File: src/rtl/sps_pkg.sv
package sps_pkg;

  // ****************************************
  // Timing
  // ****************************************
  localparam int unsigned CLK_HZ = 10_000_000;
  localparam int unsigned T_I2C_RDY_MS = 2;
  localparam int unsigned T_HRST_MS = 2;
  localparam int unsigned T_TMDS_US = 1;
  localparam int unsigned I2C_HZ = 100_000;
  localparam int unsigned I2C_RDY_CYC_DEF = T_I2C_RDY_MS * (CLK_HZ / 1_000);
  localparam int unsigned HRST_CYC_DEF = T_HRST_MS * (CLK_HZ / 1_000);
  localparam int unsigned TMDS_CYC = (T_TMDS_US * CLK_HZ + 999_999) / 1_000_000;
  localparam int unsigned I2C_QTR_CYC = CLK_HZ / (4 * I2C_HZ);
  localparam int unsigned TMR_W = 15;
  localparam int unsigned QCNT_W = 5;

  // ****************************************
  // Device registers and values
  // ****************************************
  localparam logic [7:0] REG_EVT_FILT = 8'h16;
  localparam logic [7:0] REG_PAGE_SEL = 8'h40;
  localparam logic [7:0] REG_PAGE_OFS = 8'h41;
  localparam logic [7:0] REG_PAGE_DATA = 8'h42;
  localparam logic [7:0] REG_FREQ_RST = 8'h5b;
  localparam logic [7:0] FREQ_RST_CLR_MASK = 8'hdf;
  localparam logic [7:0] EVT_FILT_VAL = 8'h02;
  localparam logic [7:0] PAGE_HDMI = 8'h10;
  localparam logic [7:0] PAGE_LINK = 8'h14;
  localparam logic [7:0] PLL_SM_OFS = 8'h49;
  localparam logic [7:0] SM_RESET_ON = 8'h10;
  localparam logic [7:0] SM_RESET_OFF = 8'h00;
  localparam logic [3:0] NUM_WR = 4'ha;
  localparam logic [3:0] LAST_A = 4'h1;

  // ****************************************
  // I2C framing and input sync
  // ****************************************
  localparam int unsigned FRAME_BITS = 27;
  localparam logic [4:0] LAST_BIT = 5'h1a;
  localparam logic [6:0] I2C_DEV_ADDR_DEF = 7'h2a;  // Value arbitrary
  localparam int unsigned SY_W = 5;
  localparam int unsigned SY_TMDS = 3;
  localparam int unsigned SY_SDA = 4;
  localparam logic [2:0] PG_ALL = 3'h7;

  typedef enum logic [11:0] {
    S_OFF     = 12'h001,
    S_SUP18   = 12'h002,
    S_SUPTERM = 12'h004,
    S_SUP11   = 12'h008,
    S_HOLD    = 12'h010,
    S_RDY     = 12'h020,
    S_INITA   = 12'h040,
    S_TMDS    = 12'h080,
    S_INITB   = 12'h100,
    S_DONE    = 12'h200,
    S_ERR     = 12'h400
  } sps_st_e;

  typedef enum logic [3:0] {
    I_IDLE  = 4'h1,
    I_START = 4'h2,
    I_BIT   = 4'h4,
    I_STOP  = 4'h8
  } sps_i2c_e;

  // Register address and data of write number idx
  function automatic logic [15:0] sps_entry(input logic [3:0] idx, input logic [7:0] cfg);
    case (idx)
      4'h0: sps_entry = {REG_FREQ_RST, cfg & FREQ_RST_CLR_MASK};
      4'h1: sps_entry = {REG_EVT_FILT, EVT_FILT_VAL};
      4'h2: sps_entry = {REG_PAGE_SEL, PAGE_HDMI};
      4'h3: sps_entry = {REG_PAGE_OFS, PLL_SM_OFS};
      4'h4: sps_entry = {REG_PAGE_DATA, SM_RESET_ON};
      4'h5: sps_entry = {REG_PAGE_DATA, SM_RESET_OFF};
      4'h6: sps_entry = {REG_PAGE_SEL, PAGE_LINK};
      4'h7: sps_entry = {REG_PAGE_OFS, PLL_SM_OFS};
      4'h8: sps_entry = {REG_PAGE_DATA, SM_RESET_ON};
      default: sps_entry = {REG_PAGE_DATA, SM_RESET_OFF};
    endcase
  endfunction

endpackage

File: src/rtl/sps_ctrl.sv
`timescale 1ns/1ps
module sps_ctrl #(
  parameter int unsigned I2C_RDY_CYC = sps_pkg::I2C_RDY_CYC_DEF,
  parameter int unsigned HRST_CYC = sps_pkg::HRST_CYC_DEF,
  parameter logic [6:0] I2C_DEV_ADDR = sps_pkg::I2C_DEV_ADDR_DEF
) (
  // Clock and reset
  input wire logic clk,
  input wire logic resetn,
  // User orders and status
  input wire logic run_en,
  input wire logic hard_reset_req,
  input wire logic [7:0] freq_rst_cfg,
  output logic seq_ready,
  output logic seq_busy,
  output logic seq_error,
  // Supplies
  output logic supply_1v8_en,
  output logic termination_supply_en,
  output logic supply_1v1_en,
  input wire logic [2:0] supply_good,
  // Device pins
  output logic power_down_n_pin,
  output logic hdmi_input_en,
  output logic gpio_release,
  input wire logic tmds_clk_stable,
  // I2C, open drain
  input wire logic scl_i,
  output logic scl_o,
  output logic scl_oe_n,
  input wire logic sda_i,
  output logic sda_o,
  output logic sda_oe_n
);
  import sps_pkg::*;

  sps_st_e st_q;
  sps_i2c_e ist_q;
  logic [SY_W-1:0] s1_q, s2_q, s3_q, flt_q;
  logic [QCNT_W-1:0] qcnt_q;
  logic tick_q;
  logic [TMR_W-1:0] tmr_q;
  logic [3:0] idx_q;
  logic go_q, done_q, nack_q;
  logic [1:0] q_q;
  logic [4:0] bit_q;
  logic [FRAME_BITS-1:0] sh_q;
  logic [15:0] ent;
  logic pg_ok, powered, in_init;

  assign pg_ok = (flt_q[2:0] == PG_ALL);
  assign powered = st_q inside {S_HOLD, S_RDY, S_INITA, S_TMDS, S_INITB, S_DONE, S_ERR};
  assign in_init = st_q inside {S_INITA, S_INITB};
  assign ent = sps_entry(idx_q, freq_rst_cfg);

  // ****************************************
  // Pin input filter
  // ****************************************
  // A change counts only once stages two and three agree
  always_ff @(posedge clk or negedge resetn) begin
    if (!resetn) begin
      s1_q <= '0;
      s2_q <= '0;
      s3_q <= '0;
      flt_q <= '0;
    end else begin
      s1_q <= {sda_i, tmds_clk_stable, supply_good};
      s2_q <= s1_q;
      s3_q <= s2_q;
      flt_q <= (s2_q & s3_q) | (flt_q & (s2_q ^ s3_q));
    end
  end

  // ****************************************
  // I2C quarter-bit enable
  // ****************************************
  always_ff @(posedge clk or negedge resetn) begin
    if (!resetn) begin
      qcnt_q <= '0;
      tick_q <= 1'b0;
    end else begin
      tick_q <= (qcnt_q == QCNT_W'(I2C_QTR_CYC - 1));
      qcnt_q <= (qcnt_q == QCNT_W'(I2C_QTR_CYC - 1)) ? '0 : qcnt_q + 1'b1;
    end
  end

  // ****************************************
  // Power and init sequencer
  // ****************************************
  always_ff @(posedge clk or negedge resetn) begin
    if (!resetn) begin
      st_q <= S_OFF;
      tmr_q <= '0;
      idx_q <= '0;
      go_q <= 1'b0;
    end else begin
      go_q <= 1'b0;
      tmr_q <= (&tmr_q) ? tmr_q : tmr_q + 1'b1;
      if (!run_en || (powered && !pg_ok)) begin
        st_q <= S_OFF;
        tmr_q <= '0;
      end else if (hard_reset_req &&
                   st_q inside {S_RDY, S_INITA, S_TMDS, S_INITB, S_DONE, S_ERR}) begin
        st_q <= S_HOLD;
        tmr_q <= '0;
      end else begin
        case (st_q)
          S_OFF: begin
            st_q <= S_SUP18;
          end
          S_SUP18: begin
            if (flt_q[0]) begin
              st_q <= S_SUPTERM;
            end
          end
          S_SUPTERM: begin
            if (flt_q[1]) begin
              st_q <= S_SUP11;
            end
          end
          S_SUP11: begin
            if (flt_q[2]) begin
              st_q <= S_HOLD;
              tmr_q <= '0;
            end
          end
          S_HOLD: begin
            // Doubles as the hard reset pulse, so every restart is a clean reset
            if (tmr_q >= TMR_W'(HRST_CYC - 1)) begin
              st_q <= S_RDY;
              tmr_q <= '0;
            end
          end
          S_RDY: begin
            if (tmr_q >= TMR_W'(I2C_RDY_CYC)) begin
              st_q <= S_INITA;
              idx_q <= '0;
              go_q <= 1'b1;
            end
          end
          S_TMDS: begin
            if (!flt_q[SY_TMDS]) begin
              tmr_q <= '0;
            end else if (tmr_q >= TMR_W'(TMDS_CYC)) begin
              st_q <= S_INITB;
              go_q <= 1'b1;
            end
          end
          S_INITA, S_INITB: begin
            if (done_q) begin
              if (nack_q) begin
                st_q <= S_ERR;
              end else if (idx_q == LAST_A && st_q == S_INITA) begin
                st_q <= S_TMDS;
                idx_q <= idx_q + 1'b1;
                tmr_q <= '0;
              end else if (idx_q == NUM_WR - 1'b1) begin
                st_q <= S_DONE;
              end else begin
                idx_q <= idx_q + 1'b1;
                go_q <= 1'b1;
              end
            end
          end
          S_DONE, S_ERR: begin
            st_q <= st_q;
          end
          default: begin
            st_q <= S_OFF;
          end
        endcase
      end
    end
  end

  // ****************************************
  // I2C write engine
  // ****************************************
  // Write only; clock stretching by the device is not honoured
  always_ff @(posedge clk or negedge resetn) begin
    if (!resetn) begin
      ist_q <= I_IDLE;
      q_q <= '0;
      bit_q <= '0;
      sh_q <= '0;
      done_q <= 1'b0;
      nack_q <= 1'b0;
      scl_oe_n <= 1'b1;
      sda_oe_n <= 1'b1;
    end else begin
      done_q <= 1'b0;
      if (!in_init) begin
        ist_q <= I_IDLE;
        scl_oe_n <= 1'b1;
        sda_oe_n <= 1'b1;
      end else if (go_q) begin
        ist_q <= I_START;
        q_q <= '0;
        bit_q <= '0;
        nack_q <= 1'b0;
        sh_q <= {I2C_DEV_ADDR, 1'b0, 1'b1, ent[15:8], 1'b1, ent[7:0], 1'b1};
      end else if (tick_q && ist_q != I_IDLE) begin
        q_q <= q_q + 1'b1;
        case (ist_q)
          I_START: begin
            case (q_q)
              2'h0: sda_oe_n <= 1'b1;
              2'h1: sda_oe_n <= 1'b0;
              2'h2: scl_oe_n <= 1'b0;
              default: ist_q <= I_BIT;
            endcase
          end
          I_BIT: begin
            case (q_q)
              2'h0: sda_oe_n <= sh_q[FRAME_BITS-1];
              2'h1: scl_oe_n <= 1'b1;
              2'h2: begin
                if (sh_q[FRAME_BITS-1] && flt_q[SY_SDA] &&
                    bit_q inside {5'h08, 5'h11, LAST_BIT}) begin
                  nack_q <= 1'b1;
                end
              end
              default: begin
                scl_oe_n <= 1'b0;
                sh_q <= {sh_q[FRAME_BITS-2:0], 1'b1};
                bit_q <= bit_q + 1'b1;
                if (bit_q == LAST_BIT) begin
                  ist_q <= I_STOP;
                end
              end
            endcase
          end
          I_STOP: begin
            case (q_q)
              2'h0: sda_oe_n <= 1'b0;
              2'h1: scl_oe_n <= 1'b1;
              2'h2: sda_oe_n <= 1'b1;
              default: begin
                ist_q <= I_IDLE;
                done_q <= 1'b1;
              end
            endcase
          end
          default: ist_q <= I_IDLE;
        endcase
      end
    end
  end

  // ****************************************
  // Registered outputs
  // ****************************************
  always_ff @(posedge clk or negedge resetn) begin
    if (!resetn) begin
      supply_1v8_en <= 1'b0;
      termination_supply_en <= 1'b0;
      supply_1v1_en <= 1'b0;
      power_down_n_pin <= 1'b0;
      hdmi_input_en <= 1'b0;
      gpio_release <= 1'b0;
      seq_ready <= 1'b0;
      seq_busy <= 1'b0;
      seq_error <= 1'b0;
      scl_o <= 1'b0;
      sda_o <= 1'b0;
    end else begin
      supply_1v8_en <= (st_q != S_OFF);
      termination_supply_en <= !(st_q inside {S_OFF, S_SUP18});
      supply_1v1_en <= !(st_q inside {S_OFF, S_SUP18, S_SUPTERM});
      power_down_n_pin <= powered && st_q != S_HOLD;
      hdmi_input_en <= power_down_n_pin && powered && st_q != S_HOLD;
      gpio_release <= power_down_n_pin && powered && st_q != S_HOLD;
      seq_ready <= (st_q == S_DONE);
      seq_busy <= !(st_q inside {S_OFF, S_DONE, S_ERR});
      seq_error <= (st_q == S_ERR);
      scl_o <= 1'b0;
      sda_o <= 1'b0;
    end
  end

  // ****************************************
  // Checks
  // ****************************************
  logic [TMR_W-1:0] hi_cnt_q, lo_cnt_q;
  logic [3:0] wr_cnt_q;
  always_ff @(posedge clk or negedge resetn) begin
    if (!resetn) begin
      hi_cnt_q <= '0;
      lo_cnt_q <= '0;
      wr_cnt_q <= '0;
    end else begin
      hi_cnt_q <= !power_down_n_pin ? '0 : ((&hi_cnt_q) ? hi_cnt_q : hi_cnt_q + 1'b1);
      lo_cnt_q <= power_down_n_pin ? '0 : ((&lo_cnt_q) ? lo_cnt_q : lo_cnt_q + 1'b1);
      wr_cnt_q <= (st_q == S_HOLD) ? '0 : wr_cnt_q + 4'(done_q && !nack_q);
    end
  end
endmodule

File: config.mk
export PLATFORM = sky130hd
export DESIGN_NAME = sps_ctrl
export DESIGN_NICKNAME = d
export VERILOG_FILES = /design/src/rtl/sps_pkg.sv /design/src/rtl/sps_ctrl.sv
export SDC_FILE = /design/constraint.sdc
export NUM_CORES = 1
export LEC_CHECK = 0
export ABC_AREA = 1
export CORE_MARGIN = 2
export CORE_UTILIZATION = 60
export CTS_CLUSTER_SIZE = 14
export DETAILED_ROUTE_END_ITERATION = 8
export DONT_BUFFER_PORTS = 1
export PLACE_DENSITY = 0.72
export SKIP_LAST_GASP = 1
export SYNTH_ARGS = -nofsm -noshare
export SYNTH_HDL_FRONTEND = slang
export SYNTH_SLANG_ARGS = --single-unit
File: constraint.sdc
create_clock -name clk -period 2.2 [get_ports clk]
set_input_delay 0.11 -clock clk [delete_from_list [all_inputs] [get_ports clk]]
set_output_delay 0.11 -clock clk [all_outputs]
set_load 0.01 [all_outputs]
# --- Yosys cells after proc, flatten, opt, wreduce, memory -nomap -nowiden ---
# Cells that the tools add are included.
# W data, S select, Z words.
op_classes:
  addsub: 5
  magnitude_cmp: 3
  n_eq_ne: 61
  mux: 84
  n_bitwise: 6
  n_reduce_logical: 44
op_table:
  columns: ["op", "count"]
  rows:
  - ["$mux W12", 13]
  - ["$mux W15", 9]
  - ["$mux W27", 4]
  - ["$pmux W12 S9", 1]
  - ["$pmux W15 S6", 1]
  - ["$pmux W15 S4", 1]
  - ["$mux W4", 12]
  - ["$ne A4 B4 Y1 const B", 11]
  - ["$ge A15 B15 Y1 const B", 2]
  - ["$mux W1", 28]
  - ["$mux W5", 5]
  - ["$ne A3 B3 Y1 const B", 6]
  - ["$eq A4 B3 Y1 const B", 4]
  - ["$add A15 B1 Y15 const B", 1]
  - ["$eq A5 B5 Y1 const B", 3]
  - ["$ge A15 B4 Y1 const B", 1]
  - ["$reduce_and A15 Y1", 1]
  - ["$reduce_bool A2 Y1", 7]
  - ["$eq A12 B1 Y1 const B", 1]
  - ["$eq A12 B10 Y1 const B", 1]
  - ["$eq A12 B11 Y1 const B", 1]
  - ["$eq A12 B2 Y1 const B", 1]
  - ["$eq A12 B3 Y1 const B", 1]
  - ["$eq A12 B4 Y1 const B", 1]
  - ["other kinds (49)", 87]
word_totals:
  ff_bits: 108
  inputBits: 18
  out_inout_bits: 13
  wordCells: 229

# --- Logic depth before layout (Yosys ltp) ---
# Gate-level depths: netlist (run 1).
depth:
  depth_word: 8
  ltp_mapped: 14
  mapped_depth_nobuf: 13

# --- Worst setup path before layout (run 1) ---
# Ideal clock, no wire load.
synth_timing:
  path_type: "reg-to-reg"
  startpoint: "reg idx_q[1]"
  endpoint: "reg st_q[4]"
  setup_ns: 0.071
  arrival_ns: 1.670
  required_ns: 2.129
  setup_slack_ns: 0.459
  stages_incl_launch_ff: 13
  n_path_buf: 0
  synth_period_minus_slack_ns: 1.741
  cell_sequence: "dfrtp_1 -> inv_1 -> ha_1 -> inv_1 -> nor3_1 -> nand3_1 -> nand4_2 -> nand2_1 -> nor2_1 -> nand2_4 -> nand2_4 -> nor2_1 -> nor2_1"
synth_between:
  elab_chain_cells: 8
  word_cells_on_any_way: 11
  cone_classes: "3 x eq/ne; 6 x mux; 2 x reduce/logical"
synth_rtl:
  columns: ["item", "line_no", "rtl"]
  rows:
  - ["from (decl)", "sps_ctrl.sv:43", "logic [3:0] idx_q;"]
  - ["from (signal assigned)", "sps_ctrl.sv:155", "idx_q <= idx_q + 1'b1;"]
  - ["from (signal assigned)", "sps_ctrl.sv:160", "idx_q <= idx_q + 1'b1;"]
  - ["$eq A4 B1 Y1", "sps_ctrl.sv:153", "end else if (idx_q == LAST_A && st_q == S_INITA) begin"]
  - ["$logic_and A1 B1 Y1", "sps_ctrl.sv:153", null]
  - ["$mux W12", "sps_ctrl.sv:153", null]
  - ["$mux W12", "sps_ctrl.sv:151", "if (nack_q) begin"]
  - ["$mux W12", "sps_ctrl.sv:150", "if (done_q) begin"]
  - ["$pmux W12 S9", "sps_ctrl.sv:107", "case (st_q)"]
  - ["$mux W12", "sps_ctrl.sv:102", "end else if (hard_reset_req &&"]
  - ["$mux W12", "sps_ctrl.sv:99", "if (!run_en || (powered && !pg_ok)) begin"]
  - ["to (signal assigned)", "sps_ctrl.sv:166", "st_q <= st_q;"]
  - ["to (decl)", "sps_ctrl.sv:37", "sps_st_e st_q;"]
# Parallel ways exist; a longest one is shown, timed or not. The select of a mux whose other input is x is not followed.
# A chain may end at the register's enable or synchronous reset.

# --- Final worst setup path (run 1) ---
layout_timing:
  startpoint: "reg st_q[0]"
  endpoint: "reg tmr_q[5]"
layout_between:
  elab_chain_cells: 8
  word_cells_on_any_way: 21
  cone_classes: "8 x eq/ne; 6 x mux; 7 x reduce/logical"
layout_rtl:
  columns: ["item", "line_no", "rtl"]
  rows:
  - ["$eq A12 B7 Y1", null, null]
  - ["$logic_and A1 B1 Y1", "sps_ctrl.sv:153", null]
  - ["$mux W15", "sps_ctrl.sv:153", null]
  - ["$mux W15", "sps_ctrl.sv:151", null]
  - ["$mux W15", "sps_ctrl.sv:150", null]
  - ["$pmux W15 S4", "sps_ctrl.sv:107", null]
  - ["$mux W15", "sps_ctrl.sv:102", null]
  - ["$mux W15 *", "sps_ctrl.sv:99", null]
  - ["to (signal assigned)", "sps_ctrl.sv:98", "tmr_q <= (&tmr_q) ? tmr_q : tmr_q + 1'b1;"]
  - ["to (decl)", "sps_ctrl.sv:42", "logic [TMR_W-1:0] tmr_q;"]
# Mark *: on every way between the ends. The rest lies on a longest branch, timed or not.

==> results of run 1 <==
==> kinds of logic (layout without fill, tap and decap cells) <==
logic type / count (synthesis) / after routing / synth area share, %
simple gates: 327 / 327 / 27.5
xor+xnor: 14 / 14 / 2.16
compound gates: 93 / 93 / 10.3
fa+ha+maj: 21 / 21 / 4.62
other cells: 1 / 2 / 0.0659
buf+inv: 107 / 133 / 8.16
flops: 107 / 107 / 47.2
==> power breakdown <==
group / switching, µW / total [µW] / internal, µW
logic: 253 / 397 / 144
registers: 78.5 / 2140 / 2060
clock network: 680 / 1250 / 569
total: 1010 / 3790 / 2780
==> through the flow <==
step | setup TNS (ps) | cells | power [µW] | util [%] | hold slack, ps
2_1_floorplan | 0 | 671 | 2470 | - | -186
3_3_place_gp | 0 | 777 | 2520 | 63.0 | -183
3_5_place_dp | 0 | 777 | 2550 | 63.0 | -183
4_1_cts | 0 | 804 | 3810 | 66.5 | -597
5_1_grt | -12.0 | 808 | 3990 | 67.1 | -612
6_report | 0 | 808 | 3790 | 67.1 | -577
==> flip-flops by register name, indices dropped and copies added, names as in the netlist, 2 cells and up <==
| register | count |
|---|---|
| sh_q | 27 |
| tmr_q | 15 |
| st_q | 11 |
| bit_q | 5 |
| flt_q | 5 |
| qcnt_q | 5 |
| s1_q | 5 |
| s2_q | 5 |
| s3_q | 5 |
| idx_q | 4 |
| ist_q | 4 |
| q_q | 2 |
==> routing by layer <==
metal	global-route usage (%)	routed length, µm
met2	40.3	5590
met4	6.76	155
met1	29.6	5080
met5	0	0
met3	4.42	339
==> cell type report <==
| type | count | area, µm² |
|---|---|---|
| Timing Repair Buffer | 25 | 240 |
| Multi-Input combinational cell | 457 | 2550 |
| Clock buffer | 10 | 138 |
| Clock inverter | 6 | 72.6 |
| Sequential cell | 107 | 2680 |
| Inverter | 92 | 345 |
| Fill cell | 751 | 3020 |
| Tap cell | 111 | 139 |
==> worst reg2reg max path, delay by kind of cell, from the launching register on <==
| kind | cells | cell delay [ps] |
|---|---|---|
| and+or+nand+nor | 12 | 1450 |
| DFF | 1 | 580 |
==> how the worst max path moves through the flow <==
stage                         from         to  slack [ps]  depth (start not counted)
after CTS                  st_q[0]   tmr_q[5]          70                         12
after global placement     st_q[0]  tmr_q[11]         160                         12
after global routing       st_q[0]  tmr_q[11]          -7                         12
after detailed placement   st_q[0]   tmr_q[5]          80                         12
final                      st_q[0]   tmr_q[5]         110                         12
after floorplan           idx_q[1]    st_q[4]         460                         12
==> what timing repair did <==
action                     CTS  global route
buffers inserted             0             4
hold endpoints to repair   117           107
setup endpoints to repair    0            26
gates resized for setup      0             2
==> cell usage in the layout, fill, tap and decap left out, drive strengths merged, types with 4 or more instances in the layout <==
cell type      n
ha            21
buf           14
inv           94
dfstp          4
nand2        143
a21o           5
nand4         14
a21oi         15
dfrtp        103
clkbuf        10
nand3b         7
nor3          17
o21ai         47
a31oi          9
nand3         51
dlygate4sd3   11
xor2          12
nor2          91
==> impl_metrics.csv, run 1 <==
group,metric,value,unit
route,drt-total-wl,11200,µm
final_layout,finalNetCount,731,
logic_synthesis,syn_avg_cell_area,8.49,µm²
sta,clock_skew,11.8,ps
sta,drv_slew,0,
setup_path,slowest_delay,580,ps
setup_path,rrSetupSlack,110,ps
setup_path,crit_type,"reg2reg",
logic_synthesis,synth_area_leaders,"dfrtp_1 (45%), nand2_1 (8.5%), inv_1 (5.8%), nor2_1 (4.7%), ha_1 (4.6%)",
setup_path,worstPathMaxFanout,15,
logic_synthesis,yosysTopAreaCellShare,45.3,%
route,firstDrtPassIters,5,
placement,placed_area,5800,µm²
placement,io_buffers,0,
die,rows,35,
setup_path,crit_family,"simple AND/OR/NAND/NOR gates",
clocking,path_clk_slew,100,ps
logic_synthesis,syn_inst,670,
logic_synthesis,async_flop_share,100,%
logic_synthesis,synth-seq-cells,107,
route,wl_per_cell,13.8,µm
sta,fin_crit_sh,94.8,%
grt,grt_pass1_wl,18900,µm
clocking,cts_hold_buffers,11,
die,num_io_pins,31,
sta,max_slew_margin,66.8,%
grt,grt_pass1_vias,4162,
grt,grt_max_degree,108,
pwr,power_density,614,nW/µm²
final_layout,insertedDiodeCount,0,
pwr,p_leak,0.00302,µW
logic_synthesis,syn_area,5690,µm²
setup_path,path_buf_inv,0,
logic_synthesis,ys.flop_type,"dfrtp_1",
clocking,ctsLongestPathBuffers,2,
setup_path,crit_chain,"nor2_2 > nand2_2 > nor2_4 > nand2_2 > nand2_8 > nor2_4 > nand2_2 > nand2_1 > nand2_2 > nor2_8 > nand2_4 > nor2_1",
setup_path,timing.rr.end,"tmr_q[5]",
setup_path,cpMostUsedCell,"nand2_2",
die,die_x,101,µm
sta,finalHoldViolations,107,
sta,final.min_clock_period,2090,ps
route,dr_total_vias,4360,
sta,whs,-577,ps
clocking,numCtsBuffers,9,
clocking,cts_root_buf,"clkbuf_8",
die,die_h,101,µm
setup_path,critPathArrivalTime,2390,ps
placement,hpwl,8040,µm
setup_path,crit_slowest_cell,"dfstp_2",
pwr,vdd_ir_drop_max,0.415,mV
setup_path,r2r_cells,12,
clocking,clkSinkCount,107,
route,drc,0,
outcome,status,"finished with violations",
clocking,cts_htree_levels,3,
sta,setup_viol,0,
setup_path,end_kind,"register",
logic_synthesis,synthDistinctLibCells,47,
final_layout,synthToLayoutAreaGrowth,8.54,%
logic_synthesis,synth_edf_count,0,
clocking,cts_tree,"built",
logic_synthesis,yosysMostFrequentCell,"nand2_1",
die,die_area,10300,µm²
final_layout,fin_area,6170,µm²
sta,worstMarginPinSlew,494,ps
placement,gp_routability_congestion,0.875,
final_layout,drive_above_1_share,12.8,%
route,ant_nets,0,
route,first_iter_violations,198,
placement,pre_cts_ws,79.3,ps
setup_path,worst_setup_path_start_kind,"register",
setup_path,worstPathRequired,2500,ps
die,start_util,61.8,%
grt,track_usage,23.2,%
outcome,violations,"negative hold slack",
logic_synthesis,synth_top_cell_by_area,"dfrtp_1",
route,vias_per_cell,5.40,
grt,antenna_found_initial,0,
logic_synthesis,post_synth_most_frequent_cells,"nand2_1 (129), dfrtp_1 (103), inv_1 (88), nor2_1 (71), nand3_1 (50)",
clocking,insertion_delay,370,ps
logic_synthesis,ys_seq_area_share,47.2,%
flow_run,cap_violations,0,
grt,gr-total-overflow,0,
sta,fmax,0.480,GHz
setup_path,r2r_start,"st_q[0]",
die,core-area,9200,µm²
sta,layout_setup_ws,115,ps
sta,rsz0062_at_grt,"yes",
logic_synthesis,ys_warn_count,0,
hold_path,hold_path.class,"in2async",
Note: power is estimated with default switching activity, not from simulation.
==> run 2, diff against run 1 <==
--- a/config.mk
+++ b/config.mk
@@ -7,11 +7,13 @@
 export LEC_CHECK = 0
 export ABC_AREA = 1
 export CORE_MARGIN = 2
-export CORE_UTILIZATION = 60
+export CORE_UTILIZATION = 55
 export CTS_CLUSTER_SIZE = 14
 export DETAILED_ROUTE_END_ITERATION = 8
 export DONT_BUFFER_PORTS = 1
-export PLACE_DENSITY = 0.72
+export MAX_ROUTING_LAYER = met4
+export PLACE_DENSITY = 0.66
+export REMOVE_ABC_BUFFERS = 1
 export SKIP_LAST_GASP = 1
 export SYNTH_ARGS = -nofsm -noshare
 export SYNTH_HDL_FRONTEND = slang
==> impl_metrics.csv, run 2 (synthesis gave the netlist of run 1 again) <==
group,metric,value,unit
route,firstDrtPassIters,6,
clocking,cts_hold_buffers,13,
grt,grt_pass1_vias,4372,
route,wl_per_cell,13.6,µm
setup_path,crit_chain,"nor2_2 > nand2_2 > nor2_4 > nand2_2 > nand2_8 > nor2_4 > nand2_2 > nand2_1 > nand2_4 > nor2_8 > buf_4 > nand3_1 > o21ai_2",
sta,tns,0,ps
grt,grt_pass1_wl,19500,µm
clocking,cts_htree_levels,3,
placement,io_buffers,0,
clocking,cts_root_buf,"clkbuf_8",
route,first_iter_violations,248,
final_layout,finalNetCount,733,
final_layout,largest_reg_flops,27,
clocking,insertion_delay,370,ps
grt,gr-total-overflow,0,
setup_path,slowest_delay,570,ps
pwr,finalPower,3640,µW
final_layout,regMostFlops,"sh_q",
sta,layout_setup_ws,122,ps
route,drt-total-wl,11400,µm
sta,finalHoldViolations,107,
grt,grt_max_degree,108,
placement,placed_area,5820,µm²
setup_path,worstPathRequired,2500,ps
clocking,path_clk_slew,100,ps
setup_path,r2r_cells,13,
setup_path,worstPathMaxFanout,14,
route,vias_per_cell,5.32,
clocking,cts_tree,"built",
final_layout,layout_commonest_cell,"nand2_1",
sta,drv_slew,0,
outcome,status,"finished with violations",
grt,antenna_found_initial,0,
die,die_x,106,µm
clocking,ctsLongestPathBuffers,2,
placement,hpwl,7960,µm
grt,track_usage,22.3,%
pwr,power_density,588,nW/µm²
hold_path,hold_path.class,"in2async",
sta,clock_skew,8.61,ps
setup_path,end_kind,"register",
pwr,vdd_ir_drop_max,0.490,mV
route,drc,0,
die,num_io_pins,31,
placement,pre_cts_ws,78.5,ps
flow_run,cap_violations,0,
final_layout,drive_above_1_share,12.7,%
die,die_h,106,µm
sta,whs,-575,ps
sta,setup_viol,0,
final_layout,fin_area,6190,µm²
outcome,violations,"negative hold slack",
pwr,p_leak,0.00301,µW
sta,fmax,0.481,GHz
setup_path,crit_slowest_cell,"dfstp_2",
final_layout,top_regs,"sh_q: 27 flops, tmr_q: 15 flops, st_q: 11 flops",
die,rows,37,
final_layout,final_cell_mix,"nand2_1 (129), dfrtp_1 (103), inv_1 (87), nor2_1 (71), nand3_1 (50)",
setup_path,worst_setup_path_start_kind,"register",
die,start_util,55.8,%
final_layout,synthToLayoutAreaGrowth,8.93,%
die,die_area,11200,µm²
sta,rsz0062_at_grt,"yes",
setup_path,crit_type,"reg2reg",
sta,fin_crit_sh,94.5,%
setup_path,critPathArrivalTime,2380,ps
setup_path,cpMostUsedCell,"nand2_2",
die,core-area,10200,µm²
placement,gp_routability_congestion,0.896,
final_layout,insertedDiodeCount,0,
clocking,numCtsBuffers,9,
clocking,clkSinkCount,107,
route,ant_nets,0,
sta,final.min_clock_period,2080,ps
route,dr_total_vias,4443,
==> run 2: cell types whose count changed in the layout (fill, tap and decap cells not counted), sizes merged <==
cell,previous run,this run
nor2,91,92
clkbuf,10,11
bufinv,1,0
inv,94,92
clkinv,0,2
dlygate4sd3,11,13
buf,14,13
==> run 2: stage by stage <==
step	cells	hold WS [ps]	util (%)
finish	835	-575	60.8
global route	835	-611	60.8
CTS	830	-596	60.2
detailed placement	801	-182	57.2
global placement	801	-183	57.2
floorplan	656	-186	-
==> run 2: metal layers <==
metal | share of wire [%] | up-vias | GRT usage (%)
met3 | 3.5 | 22 | 4.27
met5 | 0 | - | -
li1 | - | 2208 | -
met1 | 46 | 2120 | 27.5
met2 | 49 | 93 | 36.5
met4 | 2.1 | 0 | 8.93
==> run 2: timing repair <==
action | in CTS | in global routing
resized for setup | 0 | 4
endpoints found under the hold margin | 119 | 107
setup buffers | 0 | 4
setup endpoints to repair | 0 | 39
==> run 2: worst paths after layout <==
| kind | from | endpoint | slack [ps] |
|---|---|---|---|
| max | st_q[0] | st_q[10] | 120 |
| min | resetn | tmr_q[8] | -580 |
| max reg2reg | st_q[0] | st_q[10] | 120 |
| min reg2reg | s1_q[4] | s2_q[4] | 360 |
| max in group asynchronous | resetn | ist_q[0] | 2540 |
| min in group clk | hard_reset_req | st_q[4] | 70 |
==> run 2: area by class of cell <==
| cell class | count | area [µm²] |
|---|---|---|
| clock buffer | 11 | 141 |
| clock inverter | 5 | 37.5 |
| fill | 876 | 3990 |
| inverter | 92 | 349 |
| multi-input combinational | 458 | 2570 |
| sequential | 107 | 2680 |
| tap | 136 | 170 |
| timing repair buffer | 26 | 240 |
==> run 2: critical path, delay by kind of cell (launching register included) <==
family,cells,cell delay [ps]
buffers and inverters,1,150
DFF,1,570
AOI/OAI and AO/OA,1,80
and+or+nand+nor,11,1200
==> run 2: power by group <==
group	internal, µW	switching (µW)	total (µW)
sequential	2060	77.1	2140
clock	447	658	1110
combinational	144	252	396
total	2660	987	3640
==> run 3, diff against run 2 <==
--- a/config.mk
+++ b/config.mk
@@ -8,6 +8,7 @@
 export ABC_AREA = 1
 export CORE_MARGIN = 2
 export CORE_UTILIZATION = 55
+export CTS_BUF_LIST = sky130_fd_sc_hd__clkbuf_4
 export CTS_CLUSTER_SIZE = 14
 export DETAILED_ROUTE_END_ITERATION = 8
 export DONT_BUFFER_PORTS = 1
==> impl_metrics.csv, run 3 (synthesis gave the netlist of run 1 again) <==
group,metric,value,unit
setup_path,critPathArrivalTime,2460,ps
sta,clock_skew,23.2,ps
grt,grt_pass1_wl,19500,µm
grt,gr-total-overflow,0,
final_layout,layout_commonest_cell,"nand2_1",
final_layout,final_cell_mix,"nand2_1 (129), dfrtp_1 (103), inv_1 (87), nor2_1 (71), nand3_1 (50)",
route,dr_total_vias,4428,
setup_path,crit_chain,"nor2_2 > nand2_2 > nor2_4 > nand2_2 > nand2_8 > nor2_4 > nand2_2 > nand2_1 > nand2_4 > nor2_8 > buf_4 > nand3_1 > o21ai_2",
final_layout,drive_above_1_share,12.7,%
route,ant_nets,0,
setup_path,crit_slowest_cell,"dfstp_2",
route,vias_per_cell,5.30,
setup_path,cpMostUsedCell,"nand2_2",
placement,io_buffers,0,
final_layout,top_regs,"sh_q: 27 flops, tmr_q: 15 flops, st_q: 11 flops",
clocking,clkSinkCount,107,
route,wl_met1,5200,µm
setup_path,end_kind,"register",
final_layout,fin_area,6140,µm²
pwr,vdd_ir_drop_max,0.401,mV
setup_path,r2r_cells,13,
sta,fin_crit_sh,94.0,%
outcome,violations,"negative hold slack",
clocking,ctsLongestPathBuffers,2,
setup_path,rrSetupSlack,130,ps
clocking,cts_htree_levels,3,
setup_path,crit_type,"reg2reg",
grt,track_usage,22.4,%
pwr,power_density,556,nW/µm²
final_layout,synthToLayoutAreaGrowth,8.01,%
route,drt-total-wl,11300,µm
grt,grt_max_degree,108,
sta,final.min_clock_period,2070,ps
setup_path,crit_family,"simple AND/OR/NAND/NOR gates",
sta,finalHoldViolations,107,
grt,antenna_found_initial,0,
route,route.met2.wl,5500,µm
placement,gp_routability_congestion,0.896,
outcome,status,"finished with violations",
sta,fmax,0.483,GHz
route,maxUsedRoutingLayer,"met4",
final_layout,regMostFlops,"sh_q",
die,die_h,106,µm
placement,hpwl,7960,µm
die,die_area,11200,µm²
clocking,cts_hold_buffers,14,
sta,drv_slew,0,
route,firstDrtPassIters,4,
flow_run,cap_violations,0,
setup_path,slowest_delay,590,ps
die,num_io_pins,31,
setup_path,timing.rr.end,"st_q[10]",
pwr,p_leak,0.00298,µW
route,wl_per_cell,13.5,µm
sta,setup_viol,0,
grt,grt_pass1_vias,4366,
setup_path,path_buf_inv,1,
sta,rsz0062_at_grt,"yes",
clocking,cts_root_buf,"clkbuf_4",
setup_path,path_depth,13,
die,core-area,10200,µm²
placement,placed_area,5820,µm²
setup_path,worstPathRequired,2590,ps
route,first_iter_violations,230,
final_layout,largest_reg_flops,27,
final_layout,insertedDiodeCount,0,
route,wl_met3,341,µm
clocking,path_clk_slew,170,ps
setup_path,worst_setup_path_start_kind,"register",
die,rows,37,
setup_path,r2r_start,"st_q[0]",
clocking,insertion_delay,470,ps
sta,whs,-692,ps
die,start_util,55.8,%
hold_path,hold_path.class,"in2async",
route,drc,0,
die,die_x,106,µm
clocking,numCtsBuffers,9,
clocking,cts_tree,"built",
final_layout,finalNetCount,734,
setup_path,worstPathMaxFanout,14,
[run 3: changes by cell type in the layout (fill, tap and decap cells not counted), sizes merged]
| cell | before | now |
|---|---|---|
| clkbuf | 11 | 10 |
| clkinv | 2 | 3 |
| dlygate4sd3 | 13 | 14 |
[run 3: power by group]
group          total, µW  switching, µW  internal, µW
registers           2140           76.8          2070
logic                396            251           145
clock network        877            632           246
total               3420            959          2460
[run 3: layout make-up]
class	instances	area [µm²]
inverters	92	349
clock inverters	6	41.3
fillers	879	4040
multi-input cells	458	2570
repair buffers	27	250
clock buffers	10	75.1
flip-flops and latches	107	2680
well taps	136	170
[run 3: worst max-delay path by stage]
| stage | endpoint | startpoint | slack, ps |
|---|---|---|---|
| final | st_q[10] | st_q[0] | 130 |
| after global routing | st_q[4] | tmr_q[0] | -30 |
| after CTS | tmr_q[11] | st_q[0] | 50 |
| after detailed placement | tmr_q[6] | st_q[0] | 80 |
| after global placement | st_q[4] | st_q[0] | 140 |
| after floorplan | bit_q[2] | st_q[9] | 320 |
[run 3: per-layer routing]
layer	up-vias	global-route usage (%)
met5	-	-
met4	0	8.55
met3	24	4.27
met2	80	36.6
met1	2105	27.7
li1	2219	-
[run 3: what timing repair did]
action	CTS	global route
resized for setup	0	4
endpoints found under the setup margin	0	40
endpoints found under the hold margin	127	107
setup buffers	0	4
[run 3: through the flow]
step	worst slack (ps)	instances	utilization (%)	power, µW	TNS (ps)
after floorplan	322	656	-	2460	0
after global placement	137	801	57.2	2530	0
after detailed placement	78.5	801	57.2	2540	0
after CTS	49.4	831	59.7	3440	0
after global routing	-28.1	836	60.3	3600	-30.5
final	131	836	60.3	3420	0
